`config.mk`:
```
export PLATFORM = sky130hd
export DESIGN_NAME = afp_device_flat
export DESIGN_NICKNAME = d
export VERILOG_FILES = /design/src/hdl/afp_pkg.sv /design/src/hdl/afp_link_if.sv /design/src/hdl/afp_encode.sv /design/src/hdl/afp_device.sv /design/src/flat_wrapper.sv
export SDC_FILE = /design/constraint.sdc
export NUM_CORES = 1
export LEC_CHECK = 0
export ABC_AREA = 0
export BUFFER_PORTS_ARGS = -buffer_cell sky130_fd_sc_hd__buf_2
export CAP_MARGIN = 0
export CORE_ASPECT_RATIO = 1.25
export CORE_MARGIN = 2
export CORE_UTILIZATION = 40
export CTS_BUF_LIST = sky130_fd_sc_hd__clkbuf_2
export DETAILED_ROUTE_END_ITERATION = 16
export HOLD_SLACK_MARGIN = 0.06
export PLACE_DENSITY_LB_ADDON = 0.25
export RECOVER_POWER = 100
export SLEW_MARGIN = 20
export SYNTH_ARGS = -nofsm -noshare
export SYNTH_HDL_FRONTEND = slang
export SYNTH_HIERARCHICAL = 1
export SYNTH_SLANG_ARGS = --single-unit
```
`constraint.sdc`:
```
create_clock -name i_mclk -period 7.4 [get_ports i_mclk]
set_input_delay 0.74 -clock i_mclk [delete_from_list [all_inputs] [get_ports i_mclk]]
set_output_delay 0.74 -clock i_mclk [all_outputs]
set_load 0.03 [all_outputs]
```
`src/hdl/afp_pkg.sv`:
```
// Shared constants, types and decoders of the ADC output format and power control
package afp_pkg;

  localparam int         AFP_WORD_W  = 8;
  localparam int         AFP_UNITS   = 2;

  // Three-level strap codes
  localparam logic [1:0] AFP_LVL_LOW   = 2'h0;
  localparam logic [1:0] AFP_LVL_FLOAT = 2'h1;
  localparam logic [1:0] AFP_LVL_HIGH  = 2'h2;

  typedef enum logic [2:0] {
    AFP_FMT_BIN  = 3'b001,
    AFP_FMT_TWOS = 3'b010,
    AFP_FMT_GRAY = 3'b100
  } afp_fmt_t;

  typedef enum logic [2:0] {
    AFP_OM_CMOS  = 3'b001,
    AFP_OM_LVDS3 = 3'b010,
    AFP_OM_LVDS2 = 3'b100
  } afp_omode_t;

  typedef enum logic [3:0] {
    AFP_PS_RUN   = 4'b0001,
    AFP_PS_NAP   = 4'b0010,
    AFP_PS_SLEEP = 4'b0100,
    AFP_PS_WAKE  = 4'b1000
  } afp_pstate_t;

  typedef enum logic [4:0] {
    AFP_HS_IDLE   = 5'b00001,
    AFP_HS_SETUP  = 5'b00010,
    AFP_HS_WRITE  = 5'b00100,
    AFP_HS_HOLD   = 5'b01000,
    AFP_HS_SETTLE = 5'b10000
  } afp_hstate_t;

  // Device configuration registers
  localparam logic [7:0] AFP_REG_INDEX = 8'h05;
  localparam logic [7:0] AFP_REG_POWER = 8'h19;
  localparam logic [7:0] AFP_REG_OMODE = 8'h73;
  localparam logic [7:0] AFP_REG_FMT   = 8'h74;
  localparam int         AFP_OVR_EN_BIT = 4;
  localparam int         AFP_PWR_LSB    = 1;
  localparam logic [2:0] AFP_PWR_RUN   = 3'b001;
  localparam logic [2:0] AFP_PWR_NAP   = 3'b010;
  localparam logic [2:0] AFP_PWR_SLEEP = 3'b100;
  localparam logic [7:0] AFP_WAKE_WORD = 8'h02;

  // Timing
  localparam int AFP_MCLK_NS        = 100;
  localparam int AFP_NAP_WAKE_NS    = 2750;
  localparam int AFP_NAP_WAKE_CYC   = AFP_NAP_WAKE_NS / AFP_MCLK_NS;
  localparam int AFP_SLEEP_WAKE_NS  = 1000000;
  localparam int AFP_SLEEP_WAKE_CYC = AFP_SLEEP_WAKE_NS / AFP_MCLK_NS;
  localparam int AFP_CS_SETUP_NS    = 150000;
  localparam int AFP_CS_SETUP_CYC   = (AFP_CS_SETUP_NS + AFP_MCLK_NS - 1) / AFP_MCLK_NS;
  localparam int AFP_CAL_NS         = 200000000;
  localparam int AFP_CAL_CYC        = AFP_CAL_NS / AFP_MCLK_NS;
  localparam int AFP_CFG_HOLD_CYC   = 4;

  // Host register map and fields
  localparam logic [3:0] AFP_H_CTRL = 4'h0;
  localparam logic [3:0] AFP_H_ADDR = 4'h1;
  localparam logic [3:0] AFP_H_DATA = 4'h2;
  localparam logic [3:0] AFP_H_CMD  = 4'h3;
  localparam logic [3:0] AFP_H_STAT = 4'h4;
  localparam logic [3:0] AFP_H_WORD = 4'h5;
  localparam int AFP_CTRL_KEEPCS = 0;
  localparam int AFP_CTRL_RECAL  = 1;
  localparam int AFP_CTRL_FMT    = 2;
  localparam int AFP_CMD_WRITE   = 0;
  localparam int AFP_CMD_WAKE    = 1;

  function automatic afp_fmt_t afp_lvl_fmt(input logic [1:0] lvl);
    if (lvl == AFP_LVL_LOW) return AFP_FMT_BIN;
    else if (lvl == AFP_LVL_HIGH) return AFP_FMT_GRAY;
    else return AFP_FMT_TWOS;
  endfunction : afp_lvl_fmt

  function automatic afp_omode_t afp_lvl_omode(input logic [1:0] lvl);
    if (lvl == AFP_LVL_LOW) return AFP_OM_CMOS;
    else if (lvl == AFP_LVL_HIGH) return AFP_OM_LVDS2;
    else return AFP_OM_LVDS3;
  endfunction : afp_lvl_omode

  function automatic logic [2:0] afp_lvl_pwr(input logic [1:0] lvl);
    if (lvl == AFP_LVL_LOW) return AFP_PWR_RUN;
    else if (lvl == AFP_LVL_HIGH) return AFP_PWR_NAP;
    else return AFP_PWR_SLEEP;
  endfunction : afp_lvl_pwr

endpackage : afp_pkg

```
`src/hdl/afp_link_if.sv`:
```
// Link between converter output stage and its capture and configuration host
`timescale 1ns/10ps
`default_nettype none
interface afp_link_if #(parameter int WORD_W = 8);
  logic [WORD_W-1:0] data;
  logic              data_oe;
  logic              data_output_clock;
  logic              data_output_clock_oe;
  logic              over_range;
  logic              over_range_oe;
  logic              serial_chip_select_n;
  logic              cfg_wr_toggle;
  logic [7:0]        cfg_addr;
  logic [7:0]        cfg_data;
  logic              calibration_reset_n;

  modport dev_mp (
    output data, data_oe, data_output_clock, data_output_clock_oe,
    output over_range, over_range_oe,
    input  serial_chip_select_n, cfg_wr_toggle, cfg_addr, cfg_data,
    input  calibration_reset_n
  );

  modport host_mp (
    input  data, data_oe, data_output_clock, data_output_clock_oe,
    input  over_range, over_range_oe,
    output serial_chip_select_n, cfg_wr_toggle, cfg_addr, cfg_data,
    output calibration_reset_n
  );
endinterface : afp_link_if
`default_nettype wire

```
`src/hdl/afp_encode.sv`:
```
// Saturation, full-scale detect and output coding of one conversion result
`timescale 1ns/10ps
`default_nettype none
module afp_encode
  import afp_pkg::*;
#(
  parameter int WORD_W = AFP_WORD_W
) (
  input  wire logic [WORD_W-1:0] i_bin,
  input  wire logic              i_over,
  input  wire afp_fmt_t          i_fmt,
  output logic      [WORD_W-1:0] o_code,
  output logic                   o_full
);
  logic [WORD_W-1:0] sat;

  always_comb begin
    sat    = i_over ? {WORD_W{1'b1}} : i_bin;
    o_full = (sat == {WORD_W{1'b1}});
    unique case (i_fmt)
      AFP_FMT_TWOS: o_code = {~sat[WORD_W-1], sat[WORD_W-2:0]};
      AFP_FMT_GRAY: o_code = sat ^ (sat >> 1);
      default:      o_code = sat;
    endcase
  end
endmodule : afp_encode
`default_nettype wire

```
`src/hdl/afp_device.sv`:
```
// Converter output stage: coding, DDR output, over-range and power states
`timescale 1ns/10ps
`default_nettype none
module afp_device
  import afp_pkg::*;
#(
  parameter int WORD_W         = AFP_WORD_W,
  parameter int UNITS          = AFP_UNITS,
  parameter int SLEEP_WAKE_CYC = AFP_SLEEP_WAKE_CYC,
  parameter int CAL_CYC        = AFP_CAL_CYC
) (
  input  wire logic              i_mclk,
  input  wire logic              i_rstn,
  input  wire logic [WORD_W-1:0] i_sample,
  input  wire logic              i_sample_over,
  input  wire logic [1:0]        i_output_mode_strap,
  input  wire logic [1:0]        i_power_state_strap,
  input  wire logic [1:0]        i_data_format_strap,
  output logic      [2:0]        o_out_mode,
  output logic      [2:0]        o_data_format,
  output logic      [3:0]        o_power_state,
  output logic                   o_cal_busy,
  afp_link_if.dev_mp             link
);
  localparam int WK_W  = $clog2(SLEEP_WAKE_CYC + 1);
  localparam int CS_W  = $clog2(AFP_CS_SETUP_CYC + 1);
  localparam int CAL_W = $clog2(CAL_CYC + 1);

  if (WORD_W < 2 || UNITS < 1 || UNITS > 8 || SLEEP_WAKE_CYC < AFP_NAP_WAKE_CYC
      || CAL_CYC < 1) begin : g_bad_param
    $error("afp_device: unsupported parameter value");
  end

  typedef struct packed {
    logic [1:0]             cs_s;
    logic [2:0]             wr_s;
    logic [7:0]             addr_s1;
    logic [7:0]             addr_s2;
    logic [7:0]             wdat_s1;
    logic [7:0]             wdat_s2;
    logic [1:0]             cal_s;
    logic [5:0]             strap_s1;
    logic [5:0]             strap_s2;
    logic [1:0]             strap_age;
    logic [1:0]             pwr_strap;
    logic [4:0]             omode_reg;
    logic [4:0]             fmt_reg;
    logic [UNITS-1:0]       unit_sel;
    logic [UNITS-1:0][2:0]  unit_pwr;
    afp_pstate_t            pstate;
    logic [WK_W-1:0]        wake_cnt;
    logic [CS_W-1:0]        cs_cnt;
    logic                   regs_alive;
    logic [CAL_W-1:0]       cal_cnt;
    logic                   cal_busy;
    logic                   dclk;
    logic [WORD_W-1:0]      data;
    logic                   ovr;
    logic                   oe;
    afp_omode_t             omode;
    afp_fmt_t               fmt;
  } afp_dev_st_t;

  localparam afp_dev_st_t ST_RST = '{
    cs_s: 2'h3, wr_s: 3'h0, addr_s1: 8'h00, addr_s2: 8'h00, wdat_s1: 8'h00,
    wdat_s2: 8'h00, cal_s: 2'h0, strap_s1: 6'h00, strap_s2: 6'h00,
    strap_age: 2'h0, pwr_strap: AFP_LVL_LOW, omode_reg: 5'h00, fmt_reg: 5'h00,
    unit_sel: '1, unit_pwr: '0, pstate: AFP_PS_RUN, wake_cnt: '0, cs_cnt: '0,
    regs_alive: 1'b1, cal_cnt: CAL_W'(CAL_CYC - 1), cal_busy: 1'b1,
    dclk: 1'b0, data: '0, ovr: 1'b1, oe: 1'b0, omode: AFP_OM_CMOS,
    fmt: AFP_FMT_BIN
  };

  afp_dev_st_t q;
  afp_dev_st_t n;
  logic [WORD_W-1:0] code;
  logic              full;
  logic              wr_evt;
  logic              cfg_ok;
  logic [2:0]        tgt;
  logic [1:0]        om_lvl;
  logic [1:0]        fm_lvl;

  // Worst state over all units; unprogrammed units follow the strap
  function automatic logic [2:0] afp_target(input logic [UNITS-1:0][2:0] pw,
                                            input logic [1:0] strap);
    logic [2:0] w;
    logic [2:0] u;
    w = AFP_PWR_RUN;
    for (int i = 0; i < UNITS; i++) begin
      u = (pw[i] == AFP_PWR_RUN || pw[i] == AFP_PWR_NAP || pw[i] == AFP_PWR_SLEEP)
          ? pw[i] : afp_lvl_pwr(strap);
      if (u == AFP_PWR_SLEEP || (u == AFP_PWR_NAP && w == AFP_PWR_RUN)) w = u;
    end
    return w;
  endfunction : afp_target

  afp_encode #(.WORD_W(WORD_W)) u_encode (
    .i_bin  (i_sample),
    .i_over (i_sample_over),
    .i_fmt  (q.fmt),
    .o_code (code),
    .o_full (full)
  );

  always_comb begin
    n = q;
    // Pin synchronisers
    n.cs_s     = {q.cs_s[0], link.serial_chip_select_n};
    n.wr_s     = {q.wr_s[1:0], link.cfg_wr_toggle};
    n.addr_s1  = link.cfg_addr;
    n.addr_s2  = q.addr_s1;
    n.wdat_s1  = link.cfg_data;
    n.wdat_s2  = q.wdat_s1;
    n.cal_s    = {q.cal_s[0], link.calibration_reset_n};
    n.strap_s1 = {i_output_mode_strap, i_power_state_strap, i_data_format_strap};
    n.strap_s2 = q.strap_s1;
    if (q.strap_age != 2'h3) n.strap_age = q.strap_age + 2'h1;
    if (q.strap_age == 2'h2) n.pwr_strap = q.strap_s2[3:2];

    // Serial port powered unless asleep with select raised, then held low too briefly
    if (q.cs_s[1]) n.cs_cnt = '0;
    else if (q.cs_cnt != CS_W'(AFP_CS_SETUP_CYC)) n.cs_cnt = q.cs_cnt + 1'b1;
    if (q.pstate != AFP_PS_SLEEP) n.regs_alive = 1'b1;
    else if (q.cs_s[1]) n.regs_alive = 1'b0;
    cfg_ok = q.pstate != AFP_PS_SLEEP || q.regs_alive
             || q.cs_cnt == CS_W'(AFP_CS_SETUP_CYC);
    wr_evt = (q.wr_s[1] ^ q.wr_s[2]) && !q.cs_s[1] && cfg_ok;
    if (wr_evt) begin
      if (q.addr_s2 == AFP_REG_INDEX) n.unit_sel = q.wdat_s2[UNITS-1:0];
      if (q.addr_s2 == AFP_REG_OMODE) n.omode_reg = q.wdat_s2[4:0];
      if (q.addr_s2 == AFP_REG_FMT) n.fmt_reg = q.wdat_s2[4:0];
      if (q.addr_s2 == AFP_REG_POWER) begin
        for (int i = 0; i < UNITS; i++) begin
          if (q.unit_sel[i]) n.unit_pwr[i] = q.wdat_s2[AFP_PWR_LSB+:3];
        end
      end
    end

    // Programmed selections win over the straps
    om_lvl  = q.omode_reg[AFP_OVR_EN_BIT] ? q.omode_reg[1:0] : q.strap_s2[5:4];
    fm_lvl  = q.fmt_reg[AFP_OVR_EN_BIT] ? q.fmt_reg[1:0] : q.strap_s2[1:0];
    n.omode = afp_lvl_omode(om_lvl);
    n.fmt   = afp_lvl_fmt(fm_lvl);

    // Power states
    tgt = afp_target(q.unit_pwr, q.pwr_strap);
    unique case (q.pstate)
      AFP_PS_RUN: begin
        if (tgt == AFP_PWR_SLEEP) n.pstate = AFP_PS_SLEEP;
        else if (tgt == AFP_PWR_NAP) n.pstate = AFP_PS_NAP;
      end
      AFP_PS_NAP: begin
        if (tgt == AFP_PWR_SLEEP) n.pstate = AFP_PS_SLEEP;
        else if (tgt == AFP_PWR_RUN) begin
          n.pstate   = AFP_PS_WAKE;
          n.wake_cnt = WK_W'(AFP_NAP_WAKE_CYC - 1);
        end
      end
      AFP_PS_SLEEP: begin
        if (tgt != AFP_PWR_SLEEP) begin
          n.pstate   = AFP_PS_WAKE;
          n.wake_cnt = WK_W'(SLEEP_WAKE_CYC - 1);
        end
      end
      AFP_PS_WAKE: begin
        if (tgt == AFP_PWR_SLEEP) n.pstate = AFP_PS_SLEEP;
        else if (tgt == AFP_PWR_NAP) n.pstate = AFP_PS_NAP;
        else if (q.wake_cnt == '0) n.pstate = AFP_PS_RUN;
        else n.wake_cnt = q.wake_cnt - 1'b1;
      end
      default: n.pstate = AFP_PS_RUN;
    endcase

    // Calibration after the reset pin rises
    if (!q.cal_s[1]) begin
      n.cal_busy = 1'b1;
      n.cal_cnt  = CAL_W'(CAL_CYC - 1);
    end else if (q.cal_busy) begin
      if (q.cal_cnt == '0) n.cal_busy = 1'b0;
      else n.cal_cnt = q.cal_cnt - 1'b1;
    end

    // Output stage: one word per sample, both clock edges carry data
    n.oe   = (n.pstate == AFP_PS_RUN) && q.strap_age == 2'h3;
    n.dclk = q.cal_s[1] && n.oe ? ~q.dclk : 1'b0;
    n.data = code;
    n.ovr  = !q.cal_s[1] || q.cal_busy || full;
  end

  always_ff @(posedge i_mclk or negedge i_rstn) begin
    if (!i_rstn) begin
      q <= ST_RST;
    end else begin
      q <= n;
    end
  end

  assign link.data                 = q.data;
  assign link.data_oe              = q.oe;
  assign link.data_output_clock    = q.dclk;
  assign link.data_output_clock_oe = q.oe;
  assign link.over_range           = q.ovr;
  assign link.over_range_oe        = q.oe;
  assign o_out_mode                = q.omode;
  assign o_data_format             = q.fmt;
  assign o_power_state             = q.pstate;
  assign o_cal_busy                = q.cal_busy;
endmodule : afp_device
`default_nettype wire

```
`src/flat_wrapper.sv`:
```
// flat-port wrapper written by rule: the top's interface ports become plain ports
module afp_device_flat import afp_pkg::*;
#(
  parameter int WORD_W         = AFP_WORD_W,
  parameter int UNITS          = AFP_UNITS,
  parameter int SLEEP_WAKE_CYC = AFP_SLEEP_WAKE_CYC,
  parameter int CAL_CYC        = AFP_CAL_CYC
)
  (i_mclk, i_rstn, i_sample, i_sample_over, i_output_mode_strap, i_power_state_strap, i_data_format_strap, o_out_mode, o_data_format, o_power_state, o_cal_busy, link_data, link_data_oe, link_data_output_clock, link_data_output_clock_oe, link_over_range, link_over_range_oe, link_serial_chip_select_n, link_cfg_wr_toggle, link_cfg_addr, link_cfg_data, link_calibration_reset_n);
  afp_link_if #(.WORD_W(WORD_W)) link_i ();
  input  wire logic i_mclk;
  input  wire logic i_rstn;
  input  wire logic [WORD_W-1:0] i_sample;
  input  wire logic i_sample_over;
  input  wire logic [1:0] i_output_mode_strap;
  input  wire logic [1:0] i_power_state_strap;
  input  wire logic [1:0] i_data_format_strap;
  output logic      [2:0] o_out_mode;
  output logic      [2:0] o_data_format;
  output logic      [3:0] o_power_state;
  output logic o_cal_busy;
  output wire logic [$bits(link_i.data)-1:0] link_data;
  output wire logic [$bits(link_i.data_oe)-1:0] link_data_oe;
  output wire logic [$bits(link_i.data_output_clock)-1:0] link_data_output_clock;
  output wire logic [$bits(link_i.data_output_clock_oe)-1:0] link_data_output_clock_oe;
  output wire logic [$bits(link_i.over_range)-1:0] link_over_range;
  output wire logic [$bits(link_i.over_range_oe)-1:0] link_over_range_oe;
  input wire logic [$bits(link_i.serial_chip_select_n)-1:0] link_serial_chip_select_n;
  input wire logic [$bits(link_i.cfg_wr_toggle)-1:0] link_cfg_wr_toggle;
  input wire logic [$bits(link_i.cfg_addr)-1:0] link_cfg_addr;
  input wire logic [$bits(link_i.cfg_data)-1:0] link_cfg_data;
  input wire logic [$bits(link_i.calibration_reset_n)-1:0] link_calibration_reset_n;
  assign link_data = link_i.data;
  assign link_data_oe = link_i.data_oe;
  assign link_data_output_clock = link_i.data_output_clock;
  assign link_data_output_clock_oe = link_i.data_output_clock_oe;
  assign link_over_range = link_i.over_range;
  assign link_over_range_oe = link_i.over_range_oe;
  assign link_i.serial_chip_select_n = link_serial_chip_select_n;
  assign link_i.cfg_wr_toggle = link_cfg_wr_toggle;
  assign link_i.cfg_addr = link_cfg_addr;
  assign link_i.cfg_data = link_cfg_data;
  assign link_i.calibration_reset_n = link_calibration_reset_n;
  afp_device #(.WORD_W(WORD_W), .UNITS(UNITS), .SLEEP_WAKE_CYC(SLEEP_WAKE_CYC), .CAL_CYC(CAL_CYC)) u_core (.i_mclk(i_mclk), .i_rstn(i_rstn), .i_sample(i_sample), .i_sample_over(i_sample_over), .i_output_mode_strap(i_output_mode_strap), .i_power_state_strap(i_power_state_strap), .i_data_format_strap(i_data_format_strap), .o_out_mode(o_out_mode), .o_data_format(o_data_format), .o_power_state(o_power_state), .o_cal_busy(o_cal_busy), .link(link_i));
endmodule
```
==> impl_metrics.toml <==
[status]
status = "finished with violations"
violations = "max-capacitance violations, max-slew violations"

[global_routing]
grt_max_degree = 86
grt_use_total_pct = 14.9
overflow = 0
antenna_found_initial = 1
grt_pass1_wl_um = 18600
grt_pass1_vias = 3992

[finish]
final.fill_count = 1376
seq_area_um2 = 3330
nets = 618
final_common_cell = "dfrtp_1"
mostFrequentLayoutCells = "dfrtp_1 (109), nor2_1 (51), buf_2 (33)"
final_cell_count_no_fill = 767
multiInputGateArea_um2 = 2110
finalCoreUtilization_pct = 45.1
layout-drive-gt1-share_pct = 17.7
area_growth_pct = 11.4

[yosys]
syn_inst = 514
async_flop_share_pct = 100
post_synth_num_cell_types = 54
synth_edf_count = 0
synth_area_per_cell_um2 = 11.2
yosys_register_bits = 132
syn_area_um2 = 5780
yosys_warnings = 6
syn_nets = 557
synth_top_flop_cell = "dfrtp_1"
ys_seq_area_share_pct = 57.6

[routing]
drt_first_pass_iters = 4
avgRoutedWirePerCell_um = 13.9
via_per_inst = 5.19
drc_errors = 0
wl_um = 10700
ant_nets = 0
vias = 3984
drtIter0Drc = 112

[die]
io_pins = 60
initial_utilization_pct = 40.5
fp-row-count = 49
die_h_um = 138
die_w_um = 112
fp.coreArea_um2 = 14300
dieArea_um2 = 15400

[clock_tree]
clk_path_buf_depth = 2
htree_levels = 4
post_cts_buffers = 0
numCtsBuffers = 17
cts_resized = 0
clock-sinks = 132
clk_pin_slew_ns = 0.18
clock_latency_ns = 0.70
cts_tree = "done"
cts-root-buf = "clkbuf_2"

[power_and_ir_drop]
p_leak_nw = 2.74
p_per_area_nw_per_um2 = 235
ir_worst_vdd_uv = 101

[placement]
place_inst = 711
gp_congestion = 0.798
hpwl_um = 7140
pre_cts_ws_ns = 4.42
port_buffers = 56

[sta]
slew_headroom_pct = -76.0
setup_tns_ns = 0
fin_crit_sh_pct = 43.8
setup_violations = 0
layout_setup_ws_ns = 4.16
finalCriticalPeriod_ns = 3.24
fmax_ghz = 0.309
drv_slew = 49
tightest_slew_ns = 2.64
hold_violations = 0
rsz0062_at_grt = "no"
fin_skew_ns = 0.0286

[setup_path]
crit_type = "flip-flop to flip-flop"
end_kind = "flip-flop"
critPathLaunchType = "flip-flop"
worstPathArrival_ns = 3.84
crit_fanout = 7
cp.required_ns = 8.00

[worst_hold_path]
hp-class = "input pin to flip-flop"

[job]
drv_cap = 1
-- cells in the mapped netlist (9+ instances only) --
master | number | share of area (%)
dfstp_2 | 23 | 10
mux2_2 | 16 | 3.1
nor2_1 | 51 | 3.3
nand2_1 | 18 | 1.2
nor3_1 | 19 | 1.6
o21ai_0 | 24 | 2.1
nor4_1 | 12 | 1.3
buf_4 | 20 | 2.6
and2_1 | 9 | 0.97
inv_1 | 15 | 0.97
a21oi_1 | 27 | 2.3
nand3_1 | 16 | 1.4
xor2_1 | 10 | 1.5
a31oi_1 | 10 | 1.1
a211oi_1 | 9 | 1.2
clkbuf_1 | 13 | 0.84
xnor2_1 | 20 | 3.0
dfrtp_1 | 109 | 47
-- area by class of cell --
class	count	area share (%)
sequential	132	51.7
multi-input combinational	329	32.7
timing repair buffer	80	7.65
tap	178	3.46
clock inverter	14	2.12
clock buffer	18	1.40
inverter	15	0.874
antenna	1	0.0389
-- worst paths after layout --
kind / start / endpoint / slack (ns) / cells after the start
max: u_core/q[40] / u_core/q[82] / 4.16 / 8
max reg2reg: u_core/q[40] / u_core/q[82] / 4.16 / 8
min in group asynchronous: i_rstn / u_core/q[52] / 1.38 / 2
min reg2reg: u_core/n[91] / u_core/q[91] / 0.37 / 0
max in group asynchronous: i_rstn / u_core/q[92] / 4.25 / 3
min: i_sample[1] / u_core/link.data[1] / 0.32 / 3
-- registers in the layout (all words and copies together) (netlist names) --
register	count
u_core/link.over_range	1
u_core/o_cal_busy	1
u_core/link.data_output_clock	1
u_core/o_data_format	3
u_core/link.data_oe	1
u_core/link.data	8
u_core/n	23
u_core/o_power_state	4
u_core/o_out_mode	3
u_core/q	87
-- kinds of logic (layout without fill, tap and decap cells) --
kind of cell,after synthesis,in the layout,synth area share (%)
fa+ha+maj,7,7,1.52
other cells,0,1,0
xor+xnor,30,30,4.55
compound gates,90,90,9.39
flops,132,132,57.6
simple gates,180,180,17.4
buf+inv,53,127,5.13
mux,22,22,4.42
-- stage by stage --
| step | total power, mW | area, um2 | hold slack [ns] |
|---|---|---|---|
| after detailed placement | 1.12 | 6050 | 0.335 |
| after global placement | 1.11 | 6050 | 0.333 |
| after floorplan | 1.05 | 5780 | 0.331 |
| final | 1.52 | 6440 | 0.320 |
| after global routing | 1.61 | 6440 | 0.246 |
| after CTS | 1.55 | 6340 | 0.0603 |
-- report_power, final --
group	switching, mW	internal, mW
Clock	0.262	0.153
Sequential	0.0546	0.780
Combinational	0.173	0.0941
-- routing by layer --
layer | track usage, % | share of wire, %
met1 | 18.7 | 44
met2 | 23.2 | 49
met3 | 5.79 | 5.2
met4 | 5.65 | 1.1
met5 | 0 | 0
-- worst max-delay path, stage by stage, from the launching register on --
cell and delay [ns]:
dfrtp_1 0.45, inv_1 0.07, ha_1 0.14, nand4bb_1 0.08, or4_1 0.54, nor4b_1 0.22, or4_2 0.66, nor4_1 0.58
mux2_2 0.41
-- timing repair --
action / CTS / global route
hold buffers: 6 / 17
setup endpoints to repair: 0 / 0
hold endpoints to repair: 41 / 17
(Power assumes the default switching activity.)
